File: config.mk
export PLATFORM = sky130hd
export DESIGN_NAME = cbh_config_tail
export DESIGN_NICKNAME = d
export VERILOG_FILES = /design/src/hw/cbh_pkg.sv /design/src/hw/cbh_config_tail.sv /design/src/hw/cbh_window_decode.sv
export SDC_FILE = /design/constraint.sdc
export NUM_CORES = 1
export LEC_CHECK = 0
export ABC_AREA = 0
export BUFFER_PORTS_ARGS = -buffer_cell sky130_fd_sc_hd__buf_2
export CAP_MARGIN = 20
export CORE_MARGIN = 5
export CORE_UTILIZATION = 40
export DETAILED_ROUTE_END_ITERATION = 8
export GPL_TIMING_DRIVEN = 0
export PLACE_DENSITY = 0.67
export SYNTH_ARGS = -nofsm -noshare
export SYNTH_HDL_FRONTEND = slang
export SYNTH_SLANG_ARGS = --single-unit
File: constraint.sdc
create_clock -name core_clk -period 2.19 [get_ports core_clk]
set_clock_uncertainty 0.1 [all_clocks]
set_input_delay 0.1095 -clock core_clk [delete_from_list [all_inputs] [get_ports core_clk]]
set_output_delay 0.1095 -clock core_clk [all_outputs]
set_load 0.02 [all_outputs]
File: src/hw/cbh_pkg.sv
// Shared constants for the bridge configuration header tail.
`default_nettype none
package cbh_pkg;
   localparam int FUNC_COUNT = 2;
   localparam logic [7:0] OFS_HDR_TYPE = 8'h0E;
   localparam logic [7:0] OFS_SELF_TEST = 8'h0F;
   localparam logic [7:0] OFS_WIN_BASE = 8'h10;
   localparam logic [7:0] OFS_CAP_PTR = 8'h14;
   localparam logic [7:0] OFS_EXT_FIRST = 8'h80;
   localparam logic [7:0] HDR_TYPE_VAL = 8'h82;
   localparam logic [7:0] SELF_TEST_VAL = 8'h00;
   localparam logic [7:0] CAP_PTR_VAL = 8'hA0;
   localparam int BASE_LSB = 12;
   localparam int BASE_W = 20;
   localparam logic [19:0] BASE_RST = 20'h00000;
   localparam int LEGACY_BIT = 11;
   localparam int WIN_OFS_W = 11;
endpackage
`default_nettype wire

File: src/hw/cbh_config_tail.sv
// Configuration header tail: header type, self-test, window base and capability pointer.
//
// Behaviour
// - The header-type byte at 0Eh is read-only in both functions and reads 82h.
// - Offsets 0 to 7Fh hold the standard header and 80h to FFh are flagged as extension space.
// - The self-test byte at 0Fh is read-only, reads 00h, and writes to it do nothing.
// - Base bits 31 to 12 are writable so the window sits on any 4 KiB boundary.
// - Base bits 11 to 0 ignore writes and read zero.
// - Writing all ones to the base reads back FFFF F000h.
// - The window decodes socket registers from offset 000h and legacy registers from 800h.
// - Each function owns a separate base register.
// - The base register resets to zero.
// - The capability pointer at 14h is read-only and reads A0h.
`timescale 1ns/10ps
`default_nettype none
module cbh_config_tail #(
   parameter int FUNCS = cbh_pkg::FUNC_COUNT
) (
   // Clock and reset.
   input wire logic core_clk,
   input wire logic rstn,
   // Configuration access, one doubleword per request.
   input wire logic cfg_func,
   input wire logic [5:0] cfg_dw_addr,
   input wire logic [3:0] cfg_be,
   input wire logic cfg_wr,
   input wire logic cfg_rd,
   input wire logic [31:0] cfg_wdata,
   output logic [31:0] cfg_rdata,
   output logic cfg_rvalid,
   output logic cfg_ext_sel,
   // Memory window decode, per function.
   input wire logic [1:0] mem_en,
   input wire logic mem_req,
   input wire logic [31:0] mem_addr,
   output logic [1:0] mem_hit_sock,
   output logic [1:0] mem_hit_legacy,
   output logic [21:0] mem_win_offset
);
   logic [1:0][19:0] base_r;

   // Merges write data into an old value under the byte enables.
   function automatic logic [31:0] merge_be(input logic [31:0] old, input logic [31:0] nw,
                                            input logic [3:0] be);
      logic [31:0] res;
      res = old;
      for (int i = 0; i < 4; i++) begin
         if (be[i]) begin
            res[i*8 +: 8] = nw[i*8 +: 8];
         end
      end
      return res;
   endfunction

   wire sel_hdr = cfg_dw_addr == cbh_pkg::OFS_HDR_TYPE[7:2];
   wire sel_base = cfg_dw_addr == cbh_pkg::OFS_WIN_BASE[7:2];
   wire sel_cap = cfg_dw_addr == cbh_pkg::OFS_CAP_PTR[7:2];
   wire [19:0] base_cur = base_r[cfg_func];
   wire [31:0] hdr_word = {cbh_pkg::SELF_TEST_VAL, cbh_pkg::HDR_TYPE_VAL, 16'h0000};
   wire [31:0] cap_word = {24'h000000, cbh_pkg::CAP_PTR_VAL};
   wire [31:0] base_word = {base_cur, 12'h000};
   wire [31:0] rd_word = sel_base ? base_word : sel_hdr ? hdr_word : sel_cap ? cap_word : 32'h0;
   wire [31:0] base_merged = merge_be(base_word, cfg_wdata, cfg_be);

   assign cfg_ext_sel = cfg_dw_addr >= cbh_pkg::OFS_EXT_FIRST[7:2];

   // Only the base register holds state; all other writes fall away.
   genvar f;
   generate
      for (f = 0; f < FUNCS; f++) begin : g_func
         wire wr_here = cfg_wr && sel_base && (cfg_func == 1'(f));
         always_ff @(posedge core_clk or negedge rstn) begin
            if (!rstn) begin
               base_r[f] <= cbh_pkg::BASE_RST;
            end else if (wr_here) begin
               base_r[f] <= base_merged[31:cbh_pkg::BASE_LSB];
            end
         end
         cbh_window_decode u_dec (
            .core_clk(core_clk),
            .rstn(rstn),
            .base(base_r[f]),
            .win_en(mem_en[f]),
            .mem_req(mem_req),
            .mem_addr(mem_addr),
            .hit_sock(mem_hit_sock[f]),
            .hit_legacy(mem_hit_legacy[f]),
            .win_offset(mem_win_offset[f*11 +: 11])
         );
      end
   endgenerate

   always_ff @(posedge core_clk or negedge rstn) begin
      if (!rstn) begin
         cfg_rdata <= 32'h00000000;
         cfg_rvalid <= 1'b0;
      end else begin
         cfg_rvalid <= cfg_rd;
         cfg_rdata <= cfg_rd ? rd_word : 32'h00000000;
      end
   end

   hdr_type_a: assert property (@(posedge core_clk) disable iff (!rstn)
      (cfg_rd && sel_hdr) |=> cfg_rvalid && cfg_rdata[23:16] == 8'h82)
      else $error("header type byte not 82h");
   self_test_a: assert property (@(posedge core_clk) disable iff (!rstn)
      (cfg_rd && sel_hdr) |=> cfg_rdata[31:24] == 8'h00)
      else $error("self-test byte not zero");
   cap_ptr_a: assert property (@(posedge core_clk) disable iff (!rstn)
      (cfg_rd && sel_cap) |=> cfg_rdata == 32'h000000A0)
      else $error("capability pointer not A0h");
   ext_flag_a: assert property (@(posedge core_clk) disable iff (!rstn)
      cfg_ext_sel == cfg_dw_addr[5])
      else $error("extension area flag wrong");
   base_low_a: assert property (@(posedge core_clk) disable iff (!rstn)
      (cfg_rd && sel_base) |=> cfg_rdata[11:0] == 12'h000)
      else $error("base low bits not zero");
   base_ones_a: assert property (@(posedge core_clk) disable iff (!rstn)
      (cfg_wr && sel_base && cfg_be == 4'hF && cfg_wdata == 32'hFFFFFFFF && !cfg_func)
      ##1 (cfg_rd && sel_base && !cfg_func) |=> cfg_rdata == 32'hFFFFF000)
      else $error("all-ones write did not read FFFF F000h");
   base_write_a: assert property (@(posedge core_clk) disable iff (!rstn)
      (cfg_wr && sel_base && cfg_be == 4'hF) |=> base_r[$past(cfg_func)] == $past(cfg_wdata[31:12]))
      else $error("base upper bits not written");
   func_split_a: assert property (@(posedge core_clk) disable iff (!rstn)
      (cfg_wr && !cfg_func) |=> $stable(base_r[1]))
      else $error("function 0 write touched function 1 base");
   base_reset_a: assert property (@(posedge core_clk)
      $rose(rstn) |-> base_r[0] == 20'h00000 && base_r[1] == 20'h00000)
      else $error("base not zero after reset");
   ro_drop_a: assert property (@(posedge core_clk) disable iff (!rstn)
      (cfg_wr && !sel_base) |=> $stable(base_r))
      else $error("write outside base changed state");

   // Read answer timing and lane placement.
   rd_valid_a: assert property (@(posedge core_clk) disable iff (!rstn)
      cfg_rd |=> cfg_rvalid)
      else $error("read not answered in the next cycle");
   rd_idle_a: assert property (@(posedge core_clk) disable iff (!rstn)
      !cfg_rd |=> !cfg_rvalid && cfg_rdata == 32'h00000000)
      else $error("read data not idle without a read");
   hdr_lanes_a: assert property (@(posedge core_clk) disable iff (!rstn)
      (cfg_rd && sel_hdr) |=> cfg_rdata[15:0] == 16'h0000)
      else $error("lower header lanes not zero");
   unmapped_zero_a: assert property (@(posedge core_clk) disable iff (!rstn)
      (cfg_rd && !sel_hdr && !sel_base && !sel_cap) |=> cfg_rdata == 32'h00000000)
      else $error("unmapped doubleword not zero");
   base_read_a: assert property (@(posedge core_clk) disable iff (!rstn)
      (cfg_rd && sel_base) |=> cfg_rdata[31:12] == $past(base_cur))
      else $error("base read does not match stored base");
   ext_base_a: assert property (@(posedge core_clk) disable iff (!rstn)
      sel_base |-> !cfg_ext_sel)
      else $error("base doubleword flagged as extension space");
   ext_top_a: assert property (@(posedge core_clk) disable iff (!rstn)
      (cfg_rd && cfg_ext_sel) |=> cfg_rdata == 32'h00000000)
      else $error("extension space read not zero");

   // Each byte lane of the base moves only under its own enable.
   lane3_write_a: assert property (@(posedge core_clk) disable iff (!rstn)
      (cfg_wr && sel_base && cfg_be[3])
      |=> base_r[$past(cfg_func)][19:12] == $past(cfg_wdata[31:24]))
      else $error("base lane 3 not written");
   lane2_write_a: assert property (@(posedge core_clk) disable iff (!rstn)
      (cfg_wr && sel_base && cfg_be[2])
      |=> base_r[$past(cfg_func)][11:4] == $past(cfg_wdata[23:16]))
      else $error("base lane 2 not written");
   lane1_write_a: assert property (@(posedge core_clk) disable iff (!rstn)
      (cfg_wr && sel_base && cfg_be[1])
      |=> base_r[$past(cfg_func)][3:0] == $past(cfg_wdata[15:12]))
      else $error("base lane 1 not written");
   lane3_keep_a: assert property (@(posedge core_clk) disable iff (!rstn)
      (cfg_wr && sel_base && !cfg_be[3])
      |=> base_r[$past(cfg_func)][19:12] == $past(base_cur[19:12]))
      else $error("base lane 3 changed without its enable");
   lane2_keep_a: assert property (@(posedge core_clk) disable iff (!rstn)
      (cfg_wr && sel_base && !cfg_be[2])
      |=> base_r[$past(cfg_func)][11:4] == $past(base_cur[11:4]))
      else $error("base lane 2 changed without its enable");
   lane1_keep_a: assert property (@(posedge core_clk) disable iff (!rstn)
      (cfg_wr && sel_base && !cfg_be[1])
      |=> base_r[$past(cfg_func)][3:0] == $past(base_cur[3:0]))
      else $error("base lane 1 changed without its enable");
   lane0_only_a: assert property (@(posedge core_clk) disable iff (!rstn)
      (cfg_wr && sel_base && cfg_be == 4'h1) |=> $stable(base_r))
      else $error("lane 0 write changed the base");
   func1_split_a: assert property (@(posedge core_clk) disable iff (!rstn)
      (cfg_wr && cfg_func) |=> $stable(base_r[0]))
      else $error("function 1 write touched function 0 base");
   base_hold_a: assert property (@(posedge core_clk) disable iff (!rstn)
      !cfg_wr |=> $stable(base_r))
      else $error("base changed without a write");
   rst_idle_a: assert property (@(posedge core_clk)
      $rose(rstn) |-> !cfg_rvalid && cfg_rdata == 32'h00000000 &&
         mem_hit_sock == 2'b00 && mem_hit_legacy == 2'b00)
      else $error("outputs not idle after reset");

   // Window decode seen at the ports of both functions.
   win_offset_a: assert property (@(posedge core_clk) disable iff (!rstn)
      1'b1 |=> mem_win_offset == {2{$past(mem_addr[10:0])}})
      else $error("window offset does not follow the address");
   idle_miss_a: assert property (@(posedge core_clk) disable iff (!rstn)
      !mem_req |=> mem_hit_sock == 2'b00 && mem_hit_legacy == 2'b00)
      else $error("window hit without a request");
   off_miss_a: assert property (@(posedge core_clk) disable iff (!rstn)
      1'b1 |=> ((mem_hit_sock | mem_hit_legacy) & ~$past(mem_en)) == 2'b00)
      else $error("disabled window reported a hit");
   win0_hit_a: assert property (@(posedge core_clk) disable iff (!rstn)
      (mem_req && mem_en[0] && mem_addr[31:cbh_pkg::BASE_LSB] == base_r[0])
      |=> mem_hit_sock[0] == !$past(mem_addr[cbh_pkg::LEGACY_BIT]) &&
         mem_hit_legacy[0] == $past(mem_addr[cbh_pkg::LEGACY_BIT]))
      else $error("function 0 window hit decoded wrongly");
   win1_hit_a: assert property (@(posedge core_clk) disable iff (!rstn)
      (mem_req && mem_en[1] && mem_addr[31:cbh_pkg::BASE_LSB] == base_r[1])
      |=> mem_hit_sock[1] == !$past(mem_addr[cbh_pkg::LEGACY_BIT]) &&
         mem_hit_legacy[1] == $past(mem_addr[cbh_pkg::LEGACY_BIT]))
      else $error("function 1 window hit decoded wrongly");
   base0_miss_a: assert property (@(posedge core_clk) disable iff (!rstn)
      (mem_req && mem_addr[31:cbh_pkg::BASE_LSB] != base_r[0]) |=> !mem_hit_sock[0] && !mem_hit_legacy[0])
      else $error("function 0 hit outside its window");
   base1_miss_a: assert property (@(posedge core_clk) disable iff (!rstn)
      (mem_req && mem_addr[31:cbh_pkg::BASE_LSB] != base_r[1]) |=> !mem_hit_sock[1] && !mem_hit_legacy[1])
      else $error("function 1 hit outside its window");
   win_split_a: assert property (@(posedge core_clk) disable iff (!rstn)
      (mem_req && mem_en == 2'b11 && base_r[0] != base_r[1])
      |=> !((mem_hit_sock[0] || mem_hit_legacy[0]) && (mem_hit_sock[1] || mem_hit_legacy[1])))
      else $error("both windows hit with different bases");
endmodule
`default_nettype wire

File: src/hw/cbh_window_decode.sv
// Memory window decoder for one socket function.
`timescale 1ns/10ps
`default_nettype none
module cbh_window_decode (
   // Clock and reset.
   input wire logic core_clk,
   input wire logic rstn,
   // Window placement.
   input wire logic [19:0] base,
   input wire logic win_en,
   // Memory request.
   input wire logic mem_req,
   input wire logic [31:0] mem_addr,
   // Decode result.
   output logic hit_sock,
   output logic hit_legacy,
   output logic [10:0] win_offset
);
   wire in_window = mem_req && win_en && (mem_addr[31:cbh_pkg::BASE_LSB] == base);
   wire legacy_half = mem_addr[cbh_pkg::LEGACY_BIT];

   always_ff @(posedge core_clk or negedge rstn) begin
      if (!rstn) begin
         hit_sock <= 1'b0;
         hit_legacy <= 1'b0;
         win_offset <= 11'h000;
      end else begin
         hit_sock <= in_window && !legacy_half;
         hit_legacy <= in_window && legacy_half;
         win_offset <= mem_addr[cbh_pkg::WIN_OFS_W-1:0];
      end
   end

   // The lower half of the window holds socket registers, the upper the legacy set.
   sock_half_a: assert property (@(posedge core_clk) disable iff (!rstn)
      hit_sock |-> $past(mem_addr[cbh_pkg::LEGACY_BIT]) == 1'b0 && $past(in_window))
      else $error("socket hit outside the lower window half");
   legacy_half_a: assert property (@(posedge core_clk) disable iff (!rstn)
      (in_window && legacy_half) |=> hit_legacy && !hit_sock)
      else $error("legacy half of window not decoded");
endmodule
`default_nettype wire

==> parameters.txt, run 1 <==
Parameter                              Value

Min path
  Hold Crit Class ... in -> reg

Route
  Via count normalized by instance count ... around 5.1
  Max layer used ... met4
  Sum of routed wire length over all layers ... around 11 mm
  Count of TritonRoute iterations in the first routing pass ... 5
  Final ANT Viol Nets ... 0
  Routed length on met1 ... about 4.5 mm
  DRC violation count after routing ... 0
  Per-cell routed wire length ... between 15 and 20 µm
  Via count of the routed design ... ~3,300
  First-iteration detailed-routing DRC count ... between 150 and 200
  Detail Route met3 WL ... about 790 µm
  Met2 wire length ... around 5.4 mm

Worst setup path
  Crit path DAT ... approximately 2.3 ns
  Cell Chain, Critical Path ... dlygate4sd3_1, buf_2, nor4bb_1, clkbuf_1, and2_1, clkbuf_2, buf_4, a21oi_1
  Delay-heaviest family, CP ... buffers and inverters
  Kind of end point of the critical path ... flip-flop
  Critical Path Slowest Stage Cell ... dlygate4sd3_1
  Setup crit start kind ... input port
  Required time reported for the critical path endpoint ... 2.32 ns
  CP Class ... in -> reg
  Setup slack on the worst flop-to-flop path ... about 0.21 ns
  Highest net fanout along the worst path ... 10
  Max stage delay on crit path ... 0.54 ns
  Total buffers and inverters traversed by the critical path ... 5

Yosys
  Synth cell types ... 31
  Top cell type by total area after synthesis ... dfrtp_1
  Post-synthesis compound-gate area fraction ... between 10% and 20%
  Xor and xnor fraction of the mapped netlist area ... under 10%
  Number of enable-type register cells in the synthesized netlist ... 0
  Combinational family with the most area after synthesis ... simple AND/OR/NAND/NOR gates
  Post-synthesis share of cell area spent on full adders, half adders and majority gates ... 0%
  Yosys top cell area share ... between 50% and 60%
  Multiplexer area fraction after synthesis ... under 10%
  Area share of and/or/nand/nor cells after synthesis ... between 15 and 20%
  Seq/Total Area, Yosys ... about 51%
  Share of flip-flops with an asynchronous set or reset ... 100.0%
  Yosys warning count ... 0
  Total standard cell area after synthesis ... between 3000 and 4000 µm²
  Gate count of the mapped netlist ... 377
  Main flop type after synthesis ... dfrtp_1
  Post-synthesis area per instance ... 9.993 µm²
  Leading cell types by total area after synthesis ... dfrtp_1, buf_4, mux2i_1
  Flip-flop and latch count after synthesis ... a little under 80

STA
  Final setup violation count ... 0
  Headroom to the max-slew limit ... 43.03%
  Actual slew at the worst max-slew pin ... 0.8468 ns
  Setup repair after global routing missed its margin ... no
  Maximum achievable frequency ... roughly 0.47 GHz
  Final worst path period share ... a little over nine tenths
  Final slew viol count ... 0
  Number of hold-slack violations in the final timing report ... 0
  Final worst-path setup slack ... about 0.061 ns
  TNS Setup ... 0 ns
  Shortest period the worst path allows ... ~2.1 ns

Power and ir drop
  Leakage component of the power ... around 2.5 nW
  Power density of the placed cells ... about 660 nW/µm²
  Largest voltage drop on the vdd net ... approximately 230 µV

Place
  GPL Wtd Cong ... approximately 0.86
  HPWL reported at the end of detailed placement ... between 8 and 9 mm
  Worst slack after detailed placement ... 0.2406 ns
  Placed cell area ... about 4500 µm²
  Number of I/O port buffers ... about 120
  Total placed cells including tap cells ... approximately 610

Global routing
  Pin count of the biggest net entering global routing ... between 40 and 50
  GR Util All Layers ... between 10% and 20%
  Vias in the first global route ... between 3,000 and 4,000
  First-pass GRT wire length ... about 17 mm
  Number of antenna violations at the first check in global routing ... 1
  Total grt overflow ... 0

Clock tree
  H-tree lvl count ... 3
  Largest buffer count on any clock path ... 2
  PostCTS Resize Cnt ... 0
  Clock buffers created by TritonCTS ... 9
  CTS tree ... built
  Total clock sinks ... 77
  Post-CTS Setup Bufs ... 0
  Clock transition at the registers of the reported paths ... 0.08 ns
  CTS Root Buffer Type ... clkbuf_8
  Clk Latency, worst-skew pair ... 0.36 ns

Status
  Outcome ... finished clean

Final layout
  Fin nets ... 616
  Ratio of cells with drive above 1 in the final layout ... 32.10%
  Growth of design area from synthesis to finish ... 31.12%
  Filler-free cell count of the finished design ... 652
  Most frequent standard cell in the layout excluding fill and tap cells ... buf_2
  Most used cells in the layout excluding fill and tap cells ... buf_2, dfrtp_1, nor2_1
  Final instance area ... 4940 µm²

Floorplanning
  Die W ... 107.1 µm
  FP Rows ... 35
  Starting utilization of the core area ... between 40% and 50%
  Vertical die dimension ... 107.1 µm
  Die ar. ... around 11,000 µm²
  Core Region ... just over 9000 µm²
  I/O pin count ... between 100 and 150

Flow run
  Count of maximum capacitance violations ... 0
[metrics by stage]
stage	total power, mW	hold WS, ns	utilization, %
2_1_floorplan	1.950	-0.2861	-
3_3_place_gp	2.155	0.1192	49.16
3_5_place_dp	2.183	0.009186	49.40
4_1_cts	3.275	0.003137	53.66
5_1_grt	3.412	0.02774	53.69
6_report	3.257	0.01223	53.71
[registers in the layout, indices dropped and copies added, names as in the netlist]
name and cells:
base_r 40, cfg_rdata 21, g_func.u_dec.win_offset 11, g_func.u_dec.hit_legacy 2
g_func.u_dec.hit_sock 2, cfg_rvalid 1
[worst paths after layout]
check                               startpoint  cells after the start                       endpoint
worst max-delay path            cfg_dw_addr[0]                      8                     base_r[34]
worst min-delay path             cfg_wdata[30]                      3                     base_r[18]
worst max register to register      base_r[21]                      4     g_func[1].u_dec.hit_legacy
worst min register to register      base_r[31]                      2                     base_r[31]
max in group asynchronous                 rstn                      3  g_func[1].u_dec.win_offset[4]
min in group asynchronous                 rstn                      2  g_func[1].u_dec.win_offset[1]
[worst reg2reg max path, cell delays in order (launching register included)]
cell       delay, ns
dfrtp_1         0.42
xnor2_1         0.29
o2111ai_1       0.14
or4_1           0.60
nor4_1          0.31
[cells in the mapped netlist, types with 7 or more instances]
cell       n
buf_4     28
mux2i_1   20
xor2_1    21
and3_1     7
dfrtp_1   77
a21oi_1   35
buf_2      8
nand2b_1  21
nor4_1    10
nand2_1   13
nor2_1    50
xnor2_1   18
o21ai_0   36
[report_power, final]
part	internal [mW]	leakage (nW)	switching, mW
Sequential	1.51	1.03	0.102
Clock	0.550	0.103	0.521
Combinational	0.268	1.41	0.305
Total	2.33	2.54	0.927
[area by class of cell]
| class | instances | area, µm² |
|---|---|---|
| Antenna cell | 2 | 5.005 |
| Clock inverter | 5 | 50.05 |
| Sequential cell | 77 | 1927 |
| Buffer | 41 | 270.3 |
| Tap cell | 111 | 138.9 |
| Clock buffer | 11 | 141.4 |
| Fill cell | 853 | 4257 |
| Inverter | 2 | 7.507 |
| Timing Repair Buffer | 137 | 803.3 |
| Multi-Input combinational cell | 266 | 1597 |
[logic make-up after synthesis]
| family | count (synthesis) |
|---|---|
| simple gates | 119 |
| flops | 77 |
| compound gates | 76 |
| buf+inv | 43 |
| xor+xnor | 39 |
| mux | 22 |
| other cells | 1 |
[routing by layer]
layer,up-vias,GRT usage (%)
li1,1567,-
met1,1585,24.91
met2,149,32.08
met3,19,4.395
met4,0,7.215
met5,-,0
[timing repair]
| action | 4_1_cts | 5_1_grt |
|---|---|---|
| hold buffers | 20 | 0 |
| endpoints found under the hold margin | 59 | 0 |
| endpoints found under the setup margin | 0 | 0 |
No activity file was read; power rests on OpenSTA's default activity.
==> run 2, diff against run 1 <==
CELL_PAD_IN_SITES_DETAIL_PLACEMENT = 0   (was default)
CELL_PAD_IN_SITES_GLOBAL_PLACEMENT = 2   (was default)
CORE_UTILIZATION = 29   (was 40)
PLACE_DENSITY = 0.8   (was 0.67)
==> parameters.txt, run 2 (synthesis results as in run 1) <==
Parameter                              Value

Floorplanning
  Die W ... 124.0 µm
  Core Region ... 12,670 µm²
  Vertical die dimension ... around 120 µm
  Starting utilization of the core area ... 29.73%
  FP Rows ... between 40 and 50
  I/O pin count ... 142
  Die ar. ... 15,370 µm²

STA
  Final slew viol count ... 0
  TNS Setup ... 0 ns
  Final worst path period share ... approximately 90%
  Actual slew at the worst max-slew pin ... approximately 0.94 ns
  Headroom to the max-slew limit ... between 30% and 40%
  Setup repair after global routing missed its margin ... no
  Maximum achievable frequency ... ~0.5 GHz
  Final setup violation count ... 0
  Shortest period the worst path allows ... slightly above 2 ns
  Number of hold-slack violations in the final timing report ... 0

Worst setup path
  Highest net fanout along the worst path ... 4
  Setup crit start kind ... flip-flop
  Kind of end point of the critical path ... flip-flop
  FF-to-FF Start ... base_r[20]
  Max stage delay on crit path ... between 0.5 and 0.6 ns
  Critical R2R Capture ... g_func[1].u_dec.hit_sock
  Setup slack on the worst flop-to-flop path ... 0.17 ns
  Capturing element of the worst setup path ... g_func[1].u_dec.hit_sock
  Start point of the critical path ... base_r[20]
  Critical Path Slowest Stage Cell ... or4_1
  Worst Reg2Reg Path Length in Cells ... 4
  Cell Chain, Critical Path ... xnor2_1, nand3_1, or4_1, nor4_1
  Crit path DAT ... about 2.1 ns
  CP Class ... reg -> reg
  Required time reported for the critical path endpoint ... 2.29 ns

Clock tree
  Clk Latency, worst-skew pair ... roughly 0.34 ns
  CTS Root Buffer Type ... clkbuf_16
  Largest buffer count on any clock path ... 2
  H-tree lvl count ... 3
  Clock buffers created by TritonCTS ... 9
  Clock transition at the registers of the reported paths ... roughly 0.060 ns
  CTS tree ... built
  Total clock sinks ... 77

Route
  Sum of routed wire length over all layers ... 11.69 mm
  Via count of the routed design ... about 3,200
  Final ANT Viol Nets ... 0
  DRC violation count after routing ... 0
  Count of TritonRoute iterations in the first routing pass ... 4
  First-iteration detailed-routing DRC count ... 142
  Per-cell routed wire length ... 16.45 µm
  Via count normalized by instance count ... about 4.5

Global routing
  Pin count of the biggest net entering global routing ... 64
  Total grt overflow ... 0
  Vias in the first global route ... about 3,400
  First-pass GRT wire length ... ~18 mm
  Number of antenna violations at the first check in global routing ... 0
  GR Util All Layers ... between 10% and 20%

Final layout
  Total inserted antenna cells ... 0
  Post-layout utilization of the core ... between 40% and 50%
  Fin nets ... 616
  Largest registers ... base_r x40, cfg_rdata x21, g_func.u_dec.win_offset x11
  Register bank with the most flops ... base_r
  Most frequent standard cell in the layout excluding fill and tap cells ... buf_2
  Ratio of cells with drive above 1 in the final layout ... 32.10%
  Most used cells in the layout excluding fill and tap cells ... buf_2, dfrtp_1, nor2_1
  Filler-free cell count of the finished design ... just over 700
  Growth of design area from synthesis to finish ... 36.86%
  Number of flip-flops in the largest register ... 40

Status
  Outcome ... finished clean

Place
  HPWL reported at the end of detailed placement ... 8.634 mm
  Total placed cells including tap cells ... roughly 680
  GPL Wtd Cong ... between 0.8 and 0.9
  Number of I/O port buffers ... 116

Power and ir drop
  Power density of the placed cells ... 741.7 nW/µm²
  Leakage component of the power ... 2.604 nW
  Largest voltage drop on the vdd net ... ~360 µV

Min path
  Hold Crit Class ... in -> reg

Flow run
  Count of maximum capacitance violations ... 0
run 2: cell types whose count changed in the layout (fill, tap and decap cells not counted):
cell and delta:
clkinv_2 -4, clkbuf_16 +9, buf_12 -1, clkbuf_8 -8, diode_2 -2, clkinvlp_4 +1, buf_16 +1, clkbuf_2 +1
bufinv_16 +1
run 2: worst min path at each step:
stage	from	end	slack (ns)	cells after the start
after floorplan	rstn	base_r[0]	-0.29	0
after global placement	mem_addr[2]	g_func[1].u_dec.win_offset[2]	0.12	1
after detailed placement	rstn	g_func[1].u_dec.win_offset[3]	-0.11	1
after CTS	cfg_wdata[30]	base_r[38]	0.03	3
after global routing	mem_addr[25]	g_func[1].u_dec.hit_sock	0.06	4
final	cfg_wdata[30]	base_r[38]	0.05	3
run 2: worst max-delay path: cells and delay by family (launching register included):
family        cells  cell delay (ns)
simple gates      3             1.07
xor+xnor          1             0.31
flops             1             0.41
run 2: power by group:
part | internal (mW) | leakage, nW | switching (mW)
logic | 0.269 | 1.42 | 0.310
clock network | 1.06 | 0.156 | 0.571
registers | 1.51 | 1.03 | 0.0976
run 2: metrics by stage:
| stage | setup WS, ns | hold WS, ns | power, mW | cell area, µm² |
|---|---|---|---|---|
| 4_1_cts | 0.09017 | 0.02513 | 3.861 | 5155 |
| 3_5_place_dp | 0.1243 | -0.1134 | 2.191 | 4627 |
| 2_1_floorplan | 0.5792 | -0.2861 | 1.950 | 3801 |
| 6_report | 0.1676 | 0.04847 | 3.825 | 5156 |
| 3_3_place_gp | 0.1319 | 0.1185 | 2.172 | 4597 |
| 5_1_grt | 0.03224 | 0.05721 | 4.008 | 5156 |
run 2: area by class of cell:
| class | instances | area [µm²] |
|---|---|---|
| multi-input combinational | 266 | 1597 |
| inverter | 2 | 7.507 |
| clock buffer | 13 | 260.3 |
| fill | 1288 | 7515 |
| clock inverter | 3 | 67.56 |
| tap | 172 | 215.2 |
| buffer | 41 | 271.5 |
| sequential | 77 | 1927 |
| timing repair buffer | 137 | 810.8 |
run 2: what timing repair did:
item,CTS,global route
gates resized for setup,0,2
hold buffers,20,0
endpoints found under the hold margin,98,0
buffers inserted,0,0
endpoints found under the setup margin,0,20
run 2: metal layers:
layer	GRT usage [%]	vias to the layer above	wire length (µm)
li1	-	1556	-
met1	20.08	1524	5078
met2	25.41	124	5468
met3	4.223	22	834
met4	7.118	0	311
met5	0	-	0
